$ cat config.mk
export PLATFORM = sky130hd
export DESIGN_NAME = icp_ctrl_flat
export DESIGN_NICKNAME = d
export VERILOG_FILES = /design/src/logic/icp_pkg.sv /design/src/logic/icp_if.sv /design/src/logic/icp_pin_sync.sv /design/src/logic/icp_ctrl.sv /design/src/flat_wrapper.sv
export SDC_FILE = /design/constraint.sdc
export NUM_CORES = 1
export LEC_CHECK = 0
export ABC_CLOCK_PERIOD_IN_PS = 31400
export BUFFER_PORTS_ARGS = -buffer_cell sky130_fd_sc_hd__buf_2
export CAP_MARGIN = 10
export CORE_MARGIN = 1.5
export CORE_UTILIZATION = 40
export CTS_CLUSTER_SIZE = 8
export DETAILED_ROUTE_END_ITERATION = 10
export HOLD_SLACK_MARGIN = 0.1
export PLACE_DENSITY = 0.58
export SLEW_MARGIN = 20
export SYNTH_ARGS = -nofsm -noshare
export SYNTH_HDL_FRONTEND = slang
export SYNTH_SLANG_ARGS = --single-unit
export TNS_END_PERCENT = 30
$ cat constraint.sdc
create_clock -name clk -period 31.4 [get_ports clk]
set_clock_uncertainty 0.05 [all_clocks]
set_input_delay 3.14 -clock clk [delete_from_list [all_inputs] [get_ports clk]]
set_output_delay 3.14 -clock clk [all_outputs]
set_load 0.02 [all_outputs]
$ cat src/logic/icp_pkg.sv
// Shared constants and types for the interrupt acceptance controller and its CPU end.
package icp_pkg;
    // Source population: low indices are pins, high indices are on-chip events.
    localparam int N_SRC = 8;
    localparam int N_EXT = 4;
    localparam int LVL_W = 3;
    localparam int VEC_W = 8;
    localparam int ADDR_W = 16;
    localparam int WB_AW = 8;
    localparam int WB_DW = 32;

    typedef logic [LVL_W-1:0] icp_lvl_t;
    typedef logic [VEC_W-1:0] icp_vec_t;

    // Interrupt control mode field values.
    typedef enum logic [1:0] {
        ICP_MODE0 = 2'b00,
        ICP_MODE2 = 2'b10
    } icp_mode_e;

    // Register byte offsets on the Wishbone slave.
    localparam logic [WB_AW-1:0] OFS_SYSCFG = 8'h00;
    localparam logic [WB_AW-1:0] OFS_ENABLE = 8'h04;
    localparam logic [WB_AW-1:0] OFS_PRIO = 8'h08;
    localparam logic [WB_AW-1:0] OFS_PEND = 8'h0C;
    localparam logic [WB_AW-1:0] OFS_STAT = 8'h10;

    // Reset values.
    localparam logic [N_SRC-1:0] ENABLE_RST = 8'h00;
    localparam logic [N_SRC*LVL_W-1:0] PRIO_RST = 24'hFFFFFF;
    localparam icp_lvl_t MASK_RST = 3'h7;
    localparam icp_lvl_t LVL_ZERO = 3'h0;
    localparam logic I_BIT_RST = 1'b1;

    // Levels and vectors.
    localparam icp_lvl_t NMI_LEVEL = 3'h7;
    localparam icp_vec_t VEC_NMI = 8'h07;
    localparam icp_vec_t VEC_BASE = 8'h10;
    localparam int VEC_ADDR_SHIFT = 2;

    // Timing in states, one state per clock.
    localparam logic [1:0] PRI_EXT_STATES = 2'h3;
    localparam logic [1:0] PRI_INT_STATES = 2'h2;
    localparam logic [1:0] MASK_HOLD_STATES = 2'h3;
    localparam logic [1:0] STACK_N_MODE0 = 2'h2;
    localparam logic [1:0] STACK_N_MODE2 = 2'h3;
    localparam logic [1:0] VEC_FETCH_N = 2'h2;
    localparam logic [1:0] INTPROC_N = 2'h2;
    localparam logic [1:0] PREFETCH_N = 2'h2;
    localparam logic [1:0] CNT_ONE = 2'h1;
    localparam logic [1:0] CNT_ZERO = 2'h0;
endpackage

$ cat src/logic/icp_if.sv
// Link between the interrupt controller and the CPU exception logic.
interface icp_if;
    import icp_pkg::*;
    logic mode2;
    logic irq_req;
    icp_vec_t irq_vec;
    icp_lvl_t irq_level;
    logic irq_nmi;
    logic irq_ack;
    logic cpu_i_bit;
    icp_lvl_t cpu_mask_level;
    logic cpu_mask_update;

    modport ctl (
        output mode2, irq_req, irq_vec, irq_level, irq_nmi,
        input irq_ack, cpu_i_bit, cpu_mask_level, cpu_mask_update
    );
    modport cpu (
        input mode2, irq_req, irq_vec, irq_level, irq_nmi,
        output irq_ack, cpu_i_bit, cpu_mask_level, cpu_mask_update
    );
endinterface

$ cat src/logic/icp_pin_sync.sv
// Three-stage pin synchroniser with agreement filter.
module icp_pin_sync (
    input wire logic clk,
    input wire logic reset,
    input wire logic pin_in,
    output logic level_out
);
    typedef struct packed {
        logic s1;
        logic s2;
        logic s3;
        logic lvl;
    } icp_sync_s;

    icp_sync_s st_reg;
    icp_sync_s st_next;

    // The level only moves once the second and third stages agree, so a glitch is dropped.
    always_comb begin
        st_next = st_reg;
        st_next.s1 = pin_in;
        st_next.s2 = st_reg.s1;
        st_next.s3 = st_reg.s2;
        if (st_reg.s2 == st_reg.s3) begin
            st_next.lvl = st_reg.s3;
        end
    end

    // State register.
    always_ff @(posedge clk) begin
        if (reset) begin
            st_reg <= '0;
        end else begin
            st_reg <= st_next;
        end
    end

    assign level_out = st_reg.lvl;
endmodule

$ cat src/logic/icp_ctrl.sv
// Interrupt acceptance controller with Wishbone registers and pin synchronisers.
//
// Implementation choices: the register addresses and the Wishbone interface to the registers.
module icp_ctrl (
    input wire logic clk,
    input wire logic reset,
    icp_if.ctl link,
    input wire logic wb_cyc_i,
    input wire logic wb_stb_i,
    input wire logic wb_we_i,
    input wire logic [icp_pkg::WB_AW-1:0] wb_adr_i,
    input wire logic [3:0] wb_sel_i,
    input wire logic [icp_pkg::WB_DW-1:0] wb_dat_i,
    output logic [icp_pkg::WB_DW-1:0] wb_dat_o,
    output logic wb_ack_o,
    input wire logic [icp_pkg::N_EXT-1:0] ext_irq_pin,
    input wire logic nmi_pin,
    input wire logic [icp_pkg::N_SRC-icp_pkg::N_EXT-1:0] int_event
);
    import icp_pkg::*;

    typedef struct packed {
        logic [1:0] mode;
        logic [N_SRC-1:0] enable;
        logic [N_SRC*LVL_W-1:0] prio;
        logic [N_SRC-1:0] pend;
        logic nmi_pend;
        logic [N_EXT-1:0] ext_prev;
        logic nmi_prev;
        logic win_valid;
        logic win_nmi;
        logic [2:0] win_idx;
        icp_lvl_t win_lvl;
        icp_vec_t win_vec;
        logic [1:0] det_cnt;
        logic [1:0] hold_cnt;
        icp_vec_t last_vec;
        logic wb_ack;
        logic [WB_DW-1:0] wb_dat;
    } icp_ctl_s;

    icp_ctl_s st_reg;
    icp_ctl_s st_next;

    logic [N_EXT:0] pin_lvl;
    logic [N_EXT:0] pin_raw;
    logic irq_req;
    logic [1:0] need;

    assign pin_raw = {nmi_pin, ext_irq_pin};

    // Every pin crosses in through its own synchroniser.
    genvar g;
    generate
        for (g = 0; g <= N_EXT; g++) begin : g_sync
            icp_pin_sync u_sync (
                .clk(clk),
                .reset(reset),
                .pin_in(pin_raw[g]),
                .level_out(pin_lvl[g])
            );
        end
    endgenerate

    // Pins pay one extra state of determination over on-chip sources.
    assign need = (st_reg.win_nmi || st_reg.win_idx < 3'(N_EXT)) ? PRI_EXT_STATES
                                                                 : PRI_INT_STATES;

    // The request is offered only once determination is done and the mask-load hold has lapsed.
    assign irq_req = st_reg.win_valid && (st_reg.det_cnt == need)
                     && (st_reg.hold_cnt == CNT_ZERO);

    // Next-state logic: sources, arbitration, determination and the register slave.
    always_comb begin
        logic [N_SRC-1:0] events;
        logic [N_SRC-1:0] clr;
        logic [N_SRC-1:0] lanes8;
        logic [WB_DW-1:0] wmask;
        logic nmi_rise;
        logic nmi_clr;
        logic found;
        logic [2:0] c_idx;
        icp_lvl_t c_lvl;
        icp_lvl_t lvl_i;
        logic eligible;
        logic w_valid;
        logic w_nmi;
        logic wr;
        st_next = st_reg;
        events = '0;
        lvl_i = LVL_ZERO;
        eligible = 1'b0;
        nmi_rise = 1'b0;
        w_valid = 1'b0;
        w_nmi = 1'b0;
        clr = '0;
        nmi_clr = 1'b0;
        found = 1'b0;
        c_idx = '0;
        c_lvl = LVL_ZERO;
        lanes8 = '0;
        wmask = {{8{wb_sel_i[3]}}, {8{wb_sel_i[2]}}, {8{wb_sel_i[1]}}, {8{wb_sel_i[0]}}};
        // A write lands at the same edge at which the master sees ack high.
        wr = wb_cyc_i && wb_stb_i && wb_we_i && st_reg.wb_ack;

        // Pin sources request on a rising level; on-chip sources pulse.
        st_next.ext_prev = pin_lvl[N_EXT-1:0];
        st_next.nmi_prev = pin_lvl[N_EXT];
        events = {int_event, pin_lvl[N_EXT-1:0] & ~st_reg.ext_prev};
        nmi_rise = pin_lvl[N_EXT] && !st_reg.nmi_prev;

        // Pick the highest level; scanning downward with >= lets the lower index win ties.
        for (int i = N_SRC - 1; i >= 0; i--) begin
            lvl_i = (st_reg.mode == ICP_MODE2) ? st_reg.prio[i*LVL_W +: LVL_W]
                                               : LVL_ZERO;
            if (st_reg.pend[i] && (!found || lvl_i >= c_lvl)) begin
                found = 1'b1;
                c_idx = 3'(i);
                c_lvl = lvl_i;
            end
        end
        if (st_reg.mode == ICP_MODE2) begin
            eligible = c_lvl > link.cpu_mask_level;
        end else begin
            eligible = !link.cpu_i_bit;
        end
        w_nmi = st_reg.nmi_pend;
        w_valid = w_nmi || (found && eligible);

        // Any change of winner restarts determination.
        if (w_valid != st_reg.win_valid || w_nmi != st_reg.win_nmi
            || (!w_nmi && c_idx != st_reg.win_idx)) begin
            st_next.det_cnt = CNT_ZERO;
        end else if (st_reg.det_cnt != need) begin
            st_next.det_cnt = st_reg.det_cnt + CNT_ONE;
        end
        st_next.win_valid = w_valid;
        st_next.win_nmi = w_nmi;
        st_next.win_idx = w_nmi ? '0 : c_idx;
        st_next.win_lvl = w_nmi ? NMI_LEVEL : c_lvl;
        st_next.win_vec = w_nmi ? VEC_NMI : VEC_BASE + icp_vec_t'(c_idx);

        // A mask load by the CPU blocks acceptance for a fixed number of states.
        if (link.cpu_mask_update) begin
            st_next.hold_cnt = MASK_HOLD_STATES;
        end else if (st_reg.hold_cnt != CNT_ZERO) begin
            st_next.hold_cnt = st_reg.hold_cnt - CNT_ONE;
        end

        // Acceptance retires the winner's pending flag.
        if (irq_req && link.irq_ack) begin
            if (st_reg.win_nmi) begin
                nmi_clr = 1'b1;
            end else begin
                clr[st_reg.win_idx] = 1'b1;
            end
            st_next.last_vec = st_reg.win_vec;
            st_next.det_cnt = CNT_ZERO;
            st_next.win_valid = 1'b0;
        end

        // Software write-one-to-clear of pending flags through lane 0 and lane 1.
        if (wr && wb_adr_i == OFS_PEND) begin
            lanes8 = wb_sel_i[0] ? wb_dat_i[N_SRC-1:0] : '0;
            clr = clr | lanes8;
            nmi_clr = nmi_clr || (wb_sel_i[1] && wb_dat_i[N_SRC]);
        end

        // A new event beats a clear in the same cycle.
        st_next.pend = (st_reg.pend & ~clr) | (events & st_reg.enable);
        st_next.nmi_pend = (st_reg.nmi_pend && !nmi_clr) || nmi_rise;

        // Writes honour byte lanes; a mode write other than 0 or 2 is dropped.
        if (wr) begin
            case (wb_adr_i)
                OFS_SYSCFG: begin
                    if (wb_sel_i[0] && (wb_dat_i[1:0] == ICP_MODE0
                                        || wb_dat_i[1:0] == ICP_MODE2)) begin
                        st_next.mode = wb_dat_i[1:0];
                    end
                end
                OFS_ENABLE: begin
                    st_next.enable = (st_reg.enable & ~wmask[N_SRC-1:0])
                                     | (wb_dat_i[N_SRC-1:0] & wmask[N_SRC-1:0]);
                end
                OFS_PRIO: begin
                    st_next.prio = (st_reg.prio & ~wmask[N_SRC*LVL_W-1:0])
                                   | (wb_dat_i[N_SRC*LVL_W-1:0] & wmask[N_SRC*LVL_W-1:0]);
                end
                default: begin
                    // Pending clears are handled above; status and holes ignore writes.
                end
            endcase
        end

        // Classic single-cycle answer: ack one cycle after the strobe, dropped the next.
        st_next.wb_ack = wb_cyc_i && wb_stb_i && !st_reg.wb_ack;
        case (wb_adr_i)
            OFS_SYSCFG: st_next.wb_dat = WB_DW'(st_reg.mode);
            OFS_ENABLE: st_next.wb_dat = WB_DW'(st_reg.enable);
            OFS_PRIO: st_next.wb_dat = WB_DW'(st_reg.prio);
            OFS_PEND: st_next.wb_dat = WB_DW'({st_reg.nmi_pend, st_reg.pend});
            OFS_STAT: begin
                st_next.wb_dat = WB_DW'({irq_req, st_reg.hold_cnt != CNT_ZERO,
                                         st_reg.last_vec});
            end
            default: st_next.wb_dat = '0;
        endcase
    end

    // State register.
    always_ff @(posedge clk) begin
        if (reset) begin
            st_reg <= '0;
            st_reg.enable <= ENABLE_RST;
            st_reg.prio <= PRIO_RST;
            st_reg.mode <= ICP_MODE0;
        end else begin
            st_reg <= st_next;
        end
    end

    // Link and bus outputs.
    assign link.mode2 = (st_reg.mode == ICP_MODE2);
    assign link.irq_req = irq_req;
    assign link.irq_vec = st_reg.win_vec;
    assign link.irq_level = st_reg.win_lvl;
    assign link.irq_nmi = st_reg.win_nmi;
    assign wb_ack_o = st_reg.wb_ack;
    assign wb_dat_o = st_reg.wb_dat;
endmodule

$ cat src/flat_wrapper.sv
// flat-port wrapper written by rule: the top's interface ports become plain ports
module icp_ctrl_flat import icp_pkg::*;
  (clk, reset, wb_cyc_i, wb_stb_i, wb_we_i, wb_adr_i, wb_sel_i, wb_dat_i, wb_dat_o, wb_ack_o, ext_irq_pin, nmi_pin, int_event, link_mode2, link_irq_req, link_irq_vec, link_irq_level, link_irq_nmi, link_irq_ack, link_cpu_i_bit, link_cpu_mask_level, link_cpu_mask_update);
  icp_if link_i ();
  input wire logic clk;
  input wire logic reset;
  input wire logic wb_cyc_i;
  input wire logic wb_stb_i;
  input wire logic wb_we_i;
  input wire logic [icp_pkg::WB_AW-1:0] wb_adr_i;
  input wire logic [3:0] wb_sel_i;
  input wire logic [icp_pkg::WB_DW-1:0] wb_dat_i;
  output logic [icp_pkg::WB_DW-1:0] wb_dat_o;
  output logic wb_ack_o;
  input wire logic [icp_pkg::N_EXT-1:0] ext_irq_pin;
  input wire logic nmi_pin;
  input wire logic [icp_pkg::N_SRC-icp_pkg::N_EXT-1:0] int_event;
  output wire logic [$bits(link_i.mode2)-1:0] link_mode2;
  output wire logic [$bits(link_i.irq_req)-1:0] link_irq_req;
  output wire logic [$bits(link_i.irq_vec)-1:0] link_irq_vec;
  output wire logic [$bits(link_i.irq_level)-1:0] link_irq_level;
  output wire logic [$bits(link_i.irq_nmi)-1:0] link_irq_nmi;
  input wire logic [$bits(link_i.irq_ack)-1:0] link_irq_ack;
  input wire logic [$bits(link_i.cpu_i_bit)-1:0] link_cpu_i_bit;
  input wire logic [$bits(link_i.cpu_mask_level)-1:0] link_cpu_mask_level;
  input wire logic [$bits(link_i.cpu_mask_update)-1:0] link_cpu_mask_update;
  assign link_mode2 = link_i.mode2;
  assign link_irq_req = link_i.irq_req;
  assign link_irq_vec = link_i.irq_vec;
  assign link_irq_level = link_i.irq_level;
  assign link_irq_nmi = link_i.irq_nmi;
  assign link_i.irq_ack = link_irq_ack;
  assign link_i.cpu_i_bit = link_cpu_i_bit;
  assign link_i.cpu_mask_level = link_cpu_mask_level;
  assign link_i.cpu_mask_update = link_cpu_mask_update;
  icp_ctrl u_core (.clk(clk), .reset(reset), .link(link_i), .wb_cyc_i(wb_cyc_i), .wb_stb_i(wb_stb_i), .wb_we_i(wb_we_i), .wb_adr_i(wb_adr_i), .wb_sel_i(wb_sel_i), .wb_dat_i(wb_dat_i), .wb_dat_o(wb_dat_o), .wb_ack_o(wb_ack_o), .ext_irq_pin(ext_irq_pin), .nmi_pin(nmi_pin), .int_event(int_event));
endmodule
==> summary.md <==
| Metric | Value |
|---|---|
| Clk sink count | `113` |
| Core footprint | `0.0138 mm2` |
| MaxCap Viol Count | `0` |
| Row count | `43` |
| Data required, critical path | `31680 ps` |
| Fin. max-slew vios | `0` |
| Initial Util | `40.8%` |
| Synth Area per Inst | `8.63 um2` |
| Vias in the first global route | `4335` |
| Initial antenna violation count | `0` |
| Most frequent cells after synthesis | `dfxtp_1, nand2_1, nor2_1, buf_4, a21oi_1` |
| CP max stage cell | `o21ai_2` |
| Drc violations | `0` |
| Flop pwr share | `40.0%` |
| Sw frac | `21.3%` |
| Maximum VDD drop | `34.8 uV` |
| Layout area overhead | `16.6%` |
| Net switching power figure | `0.0776 mW` |
| Sum Neg Setup Slack | `0 ps` |
| Slew @ Worst Pin | `1000 ps` |
| Vias per cell | `5.20` |
| Wire per inst | `15.7 um` |
| Seq/Total Area, Yosys | `40.1%` |
| Post-DP HPWL | `10100 um` |
| Area contributors post-synth | `dfxtp_1, buf_4, ha_1, nand2_1, mux2i_1` |
| Primary FF master, synth | `dfxtp_1` |
| CP endpoint kind | `flop` |
| YS warnings | `0` |
| Total setup buffers inserted after CTS | `0` |
| RSZ-0062 raised after global routing | `no` |
| Largest net degree at the start of global routing | `70` |
| Outcome | `completed` |
| Die Area | `0.0148 mm2` |
| CP Max Fanout | `34` |
| Fin. Hold Viols | `0` |
| DR pass1 iterations | `5` |
| Clk_lat worst skew | `410 ps` |
| Worst EP arrival | `12860 ps` |
| Yosys cell types | `63` |
| Grt ovf | `0` |
| Clock share of power | `56.4%` |
| Layout cells sized above 1 | `21.1%` |
| Leak pwr | `2.89 nW` |
| CP most frequent cell | `ha_1` |
| Port buffer count | `89` |
| All-layer global routing usage | `19.6%` |
| Clock tree from TritonCTS | `yes` |
| Synthesized area | `0.00564 mm2` |
| Hold buffer count at CTS | `0` |
| Final core occ | `47.5%` |
| CTS max path bufs | `2` |
| Vias | `4651` |
| Hold WC Path Type | `reg2reg` |
| Antenna viol nets, final | `0` |
| CTS H-tree depth | `4` |
| Yosys reg bits | `113` |
| Tcrit/Tclk final | `40.1%` |
| Worst setup path class | `reg2reg` |
| Top-count cell post-synth | `dfxtp_1` |
| Gate power share | `3.6%` |
| Fmax | `79.5 MHz` |
| Net count, final | `790` |
| Root Buffer | `clkbuf_16` |
| GP Congestion | `0.835` |
| First-pass GRT wire length | `22000 um` |
| Horiz. Die Dim | `122 um` |
| Die height | `122 um` |
| Antenna Cells | `0` |
| CP peak stage delay | `530 ps` |
| Post-CTS resize count | `0` |
| EDFF count, synth | `0` |
| Clock transition at path regs | `60 ps` |
| Async SR Flop Fraction | `0%` |
| I/O pins | `111` |
| Area leader, netlist | `dfxtp_1` |
| Post-Synthesis Cells | `653` |
| Slew HR | `33.1%` |
| Crit path launch type | `flop` |
| First-iteration detailed-routing DRC count | `299` |
| Yosys top cell area share | `40.1%` |
| Tmin final | `12580 ps` |
| Setup-failing EPs final | `0` |
| Final wirelength | `14000 um` |
| PwrDens | `55.5 mW/mm2` |
| Total CTS buffers | `17` |
| Total internal power | `0.287 mW` |
-- power by group through the flow --
stage | Clock (mW) | Combinational [mW] | Sequential (mW)
floorplan | 0 | 0.00853 | 0.149
global placement | 0 | 0.0128 | 0.149
detailed placement | 0 | 0.0130 | 0.149
CTS | 0.209 | 0.0131 | 0.146
global route | 0.216 | 0.0144 | 0.146
finish | 0.206 | 0.0130 | 0.146
-- worst max-delay path, delay by kind of cell, from the launching register on --
| family | cells | cell delay [ps] |
|---|---|---|
| AOI/OAI and AO/OA | 25 | 6100 |
| adders and majority gates | 8 | 2430 |
| buffers and inverters | 2 | 450 |
| DFF | 1 | 350 |
| muxes | 2 | 580 |
| and+or+nand+nor | 16 | 2550 |
-- logic make-up (layout without fill, tap and decap cells) --
group	Yosys count	after routing	synth area share (%)
simple gates	261	261	23.1
compound gates	119	119	14.3
flops	113	113	40.1
buf+inv	92	142	9.14
mux	40	40	7.37
fa+ha+maj	25	25	5.55
xor+xnor	2	2	0.311
other cells	1	12	0.0665
-- layout by cell type (no fill, tap or decap), types with 5 or more instances in the layout --
cell type  netlist  layout
dfxtp_1        113     113
buf_2            7      89
nand2_1         81      81
nor2_1          57      57
a21oi_1         40      40
mux2i_1         28      28
nor2b_1         28      27
ha_1            25      25
nand3_1         19      19
and3_1          18      18
inv_1           18      17
clkbuf_16        0      17
and2_1          16      16
nor3_1          15      15
o21ai_0         14      14
a22oi_1         13      13
mux2_2          12      12
conb_1           1      12
a32oi_1          6       6
o21a_1           5       5
o31ai_1          5       5
a31oi_1          5       5
-- layout make-up --
type	count	area, um2
fillers	1364	7250
multi-input cells	459	2920
flip-flops and latches	113	2260
repair buffers	92	468
clock buffers	19	453
well taps	180	225
clock inverters	13	183
inverters	18	67.6
-- through the flow --
step           hold WS (ps)  std cells  cell area [um2]  power, mW  setup slack (ps)
2_1_floorplan           364        664             5680      0.157             20950
3_3_place_gp            367        862             5940      0.162             19220
3_5_place_dp            375        862             5940      0.162             18880
4_1_cts                 389        894             6570      0.369             18810
5_1_grt                 407        894             6570      0.376             17740
6_report                384        894             6570      0.365             18820
-- path summary, 6_finish.rpt --
kind / startpoint / end / slack, ps / cells past startpoint
hold / removal: u_core.g_sync[1].u_sync.st_next[2] / u_core.g_sync[1].u_sync.st_next[1] / 380 / 1
setup / recovery: u_core.st_reg[108] / u_core.st_reg[44] / 18820 / 53
hold reg to reg: u_core.g_sync[1].u_sync.st_next[2] / u_core.g_sync[1].u_sync.st_next[1] / 380 / 1
setup reg to reg: u_core.st_reg[108] / u_core.st_reg[44] / 18820 / 53
-- routing by layer --
metal  global-route usage (%)  part of all wire (%)
met3                     4.68                   4.8
met1                     24.6                    45
met4                     9.19                   3.3
met5                        0                     0
met2                     31.7                    47
Power figures use the tool's default switching activity.
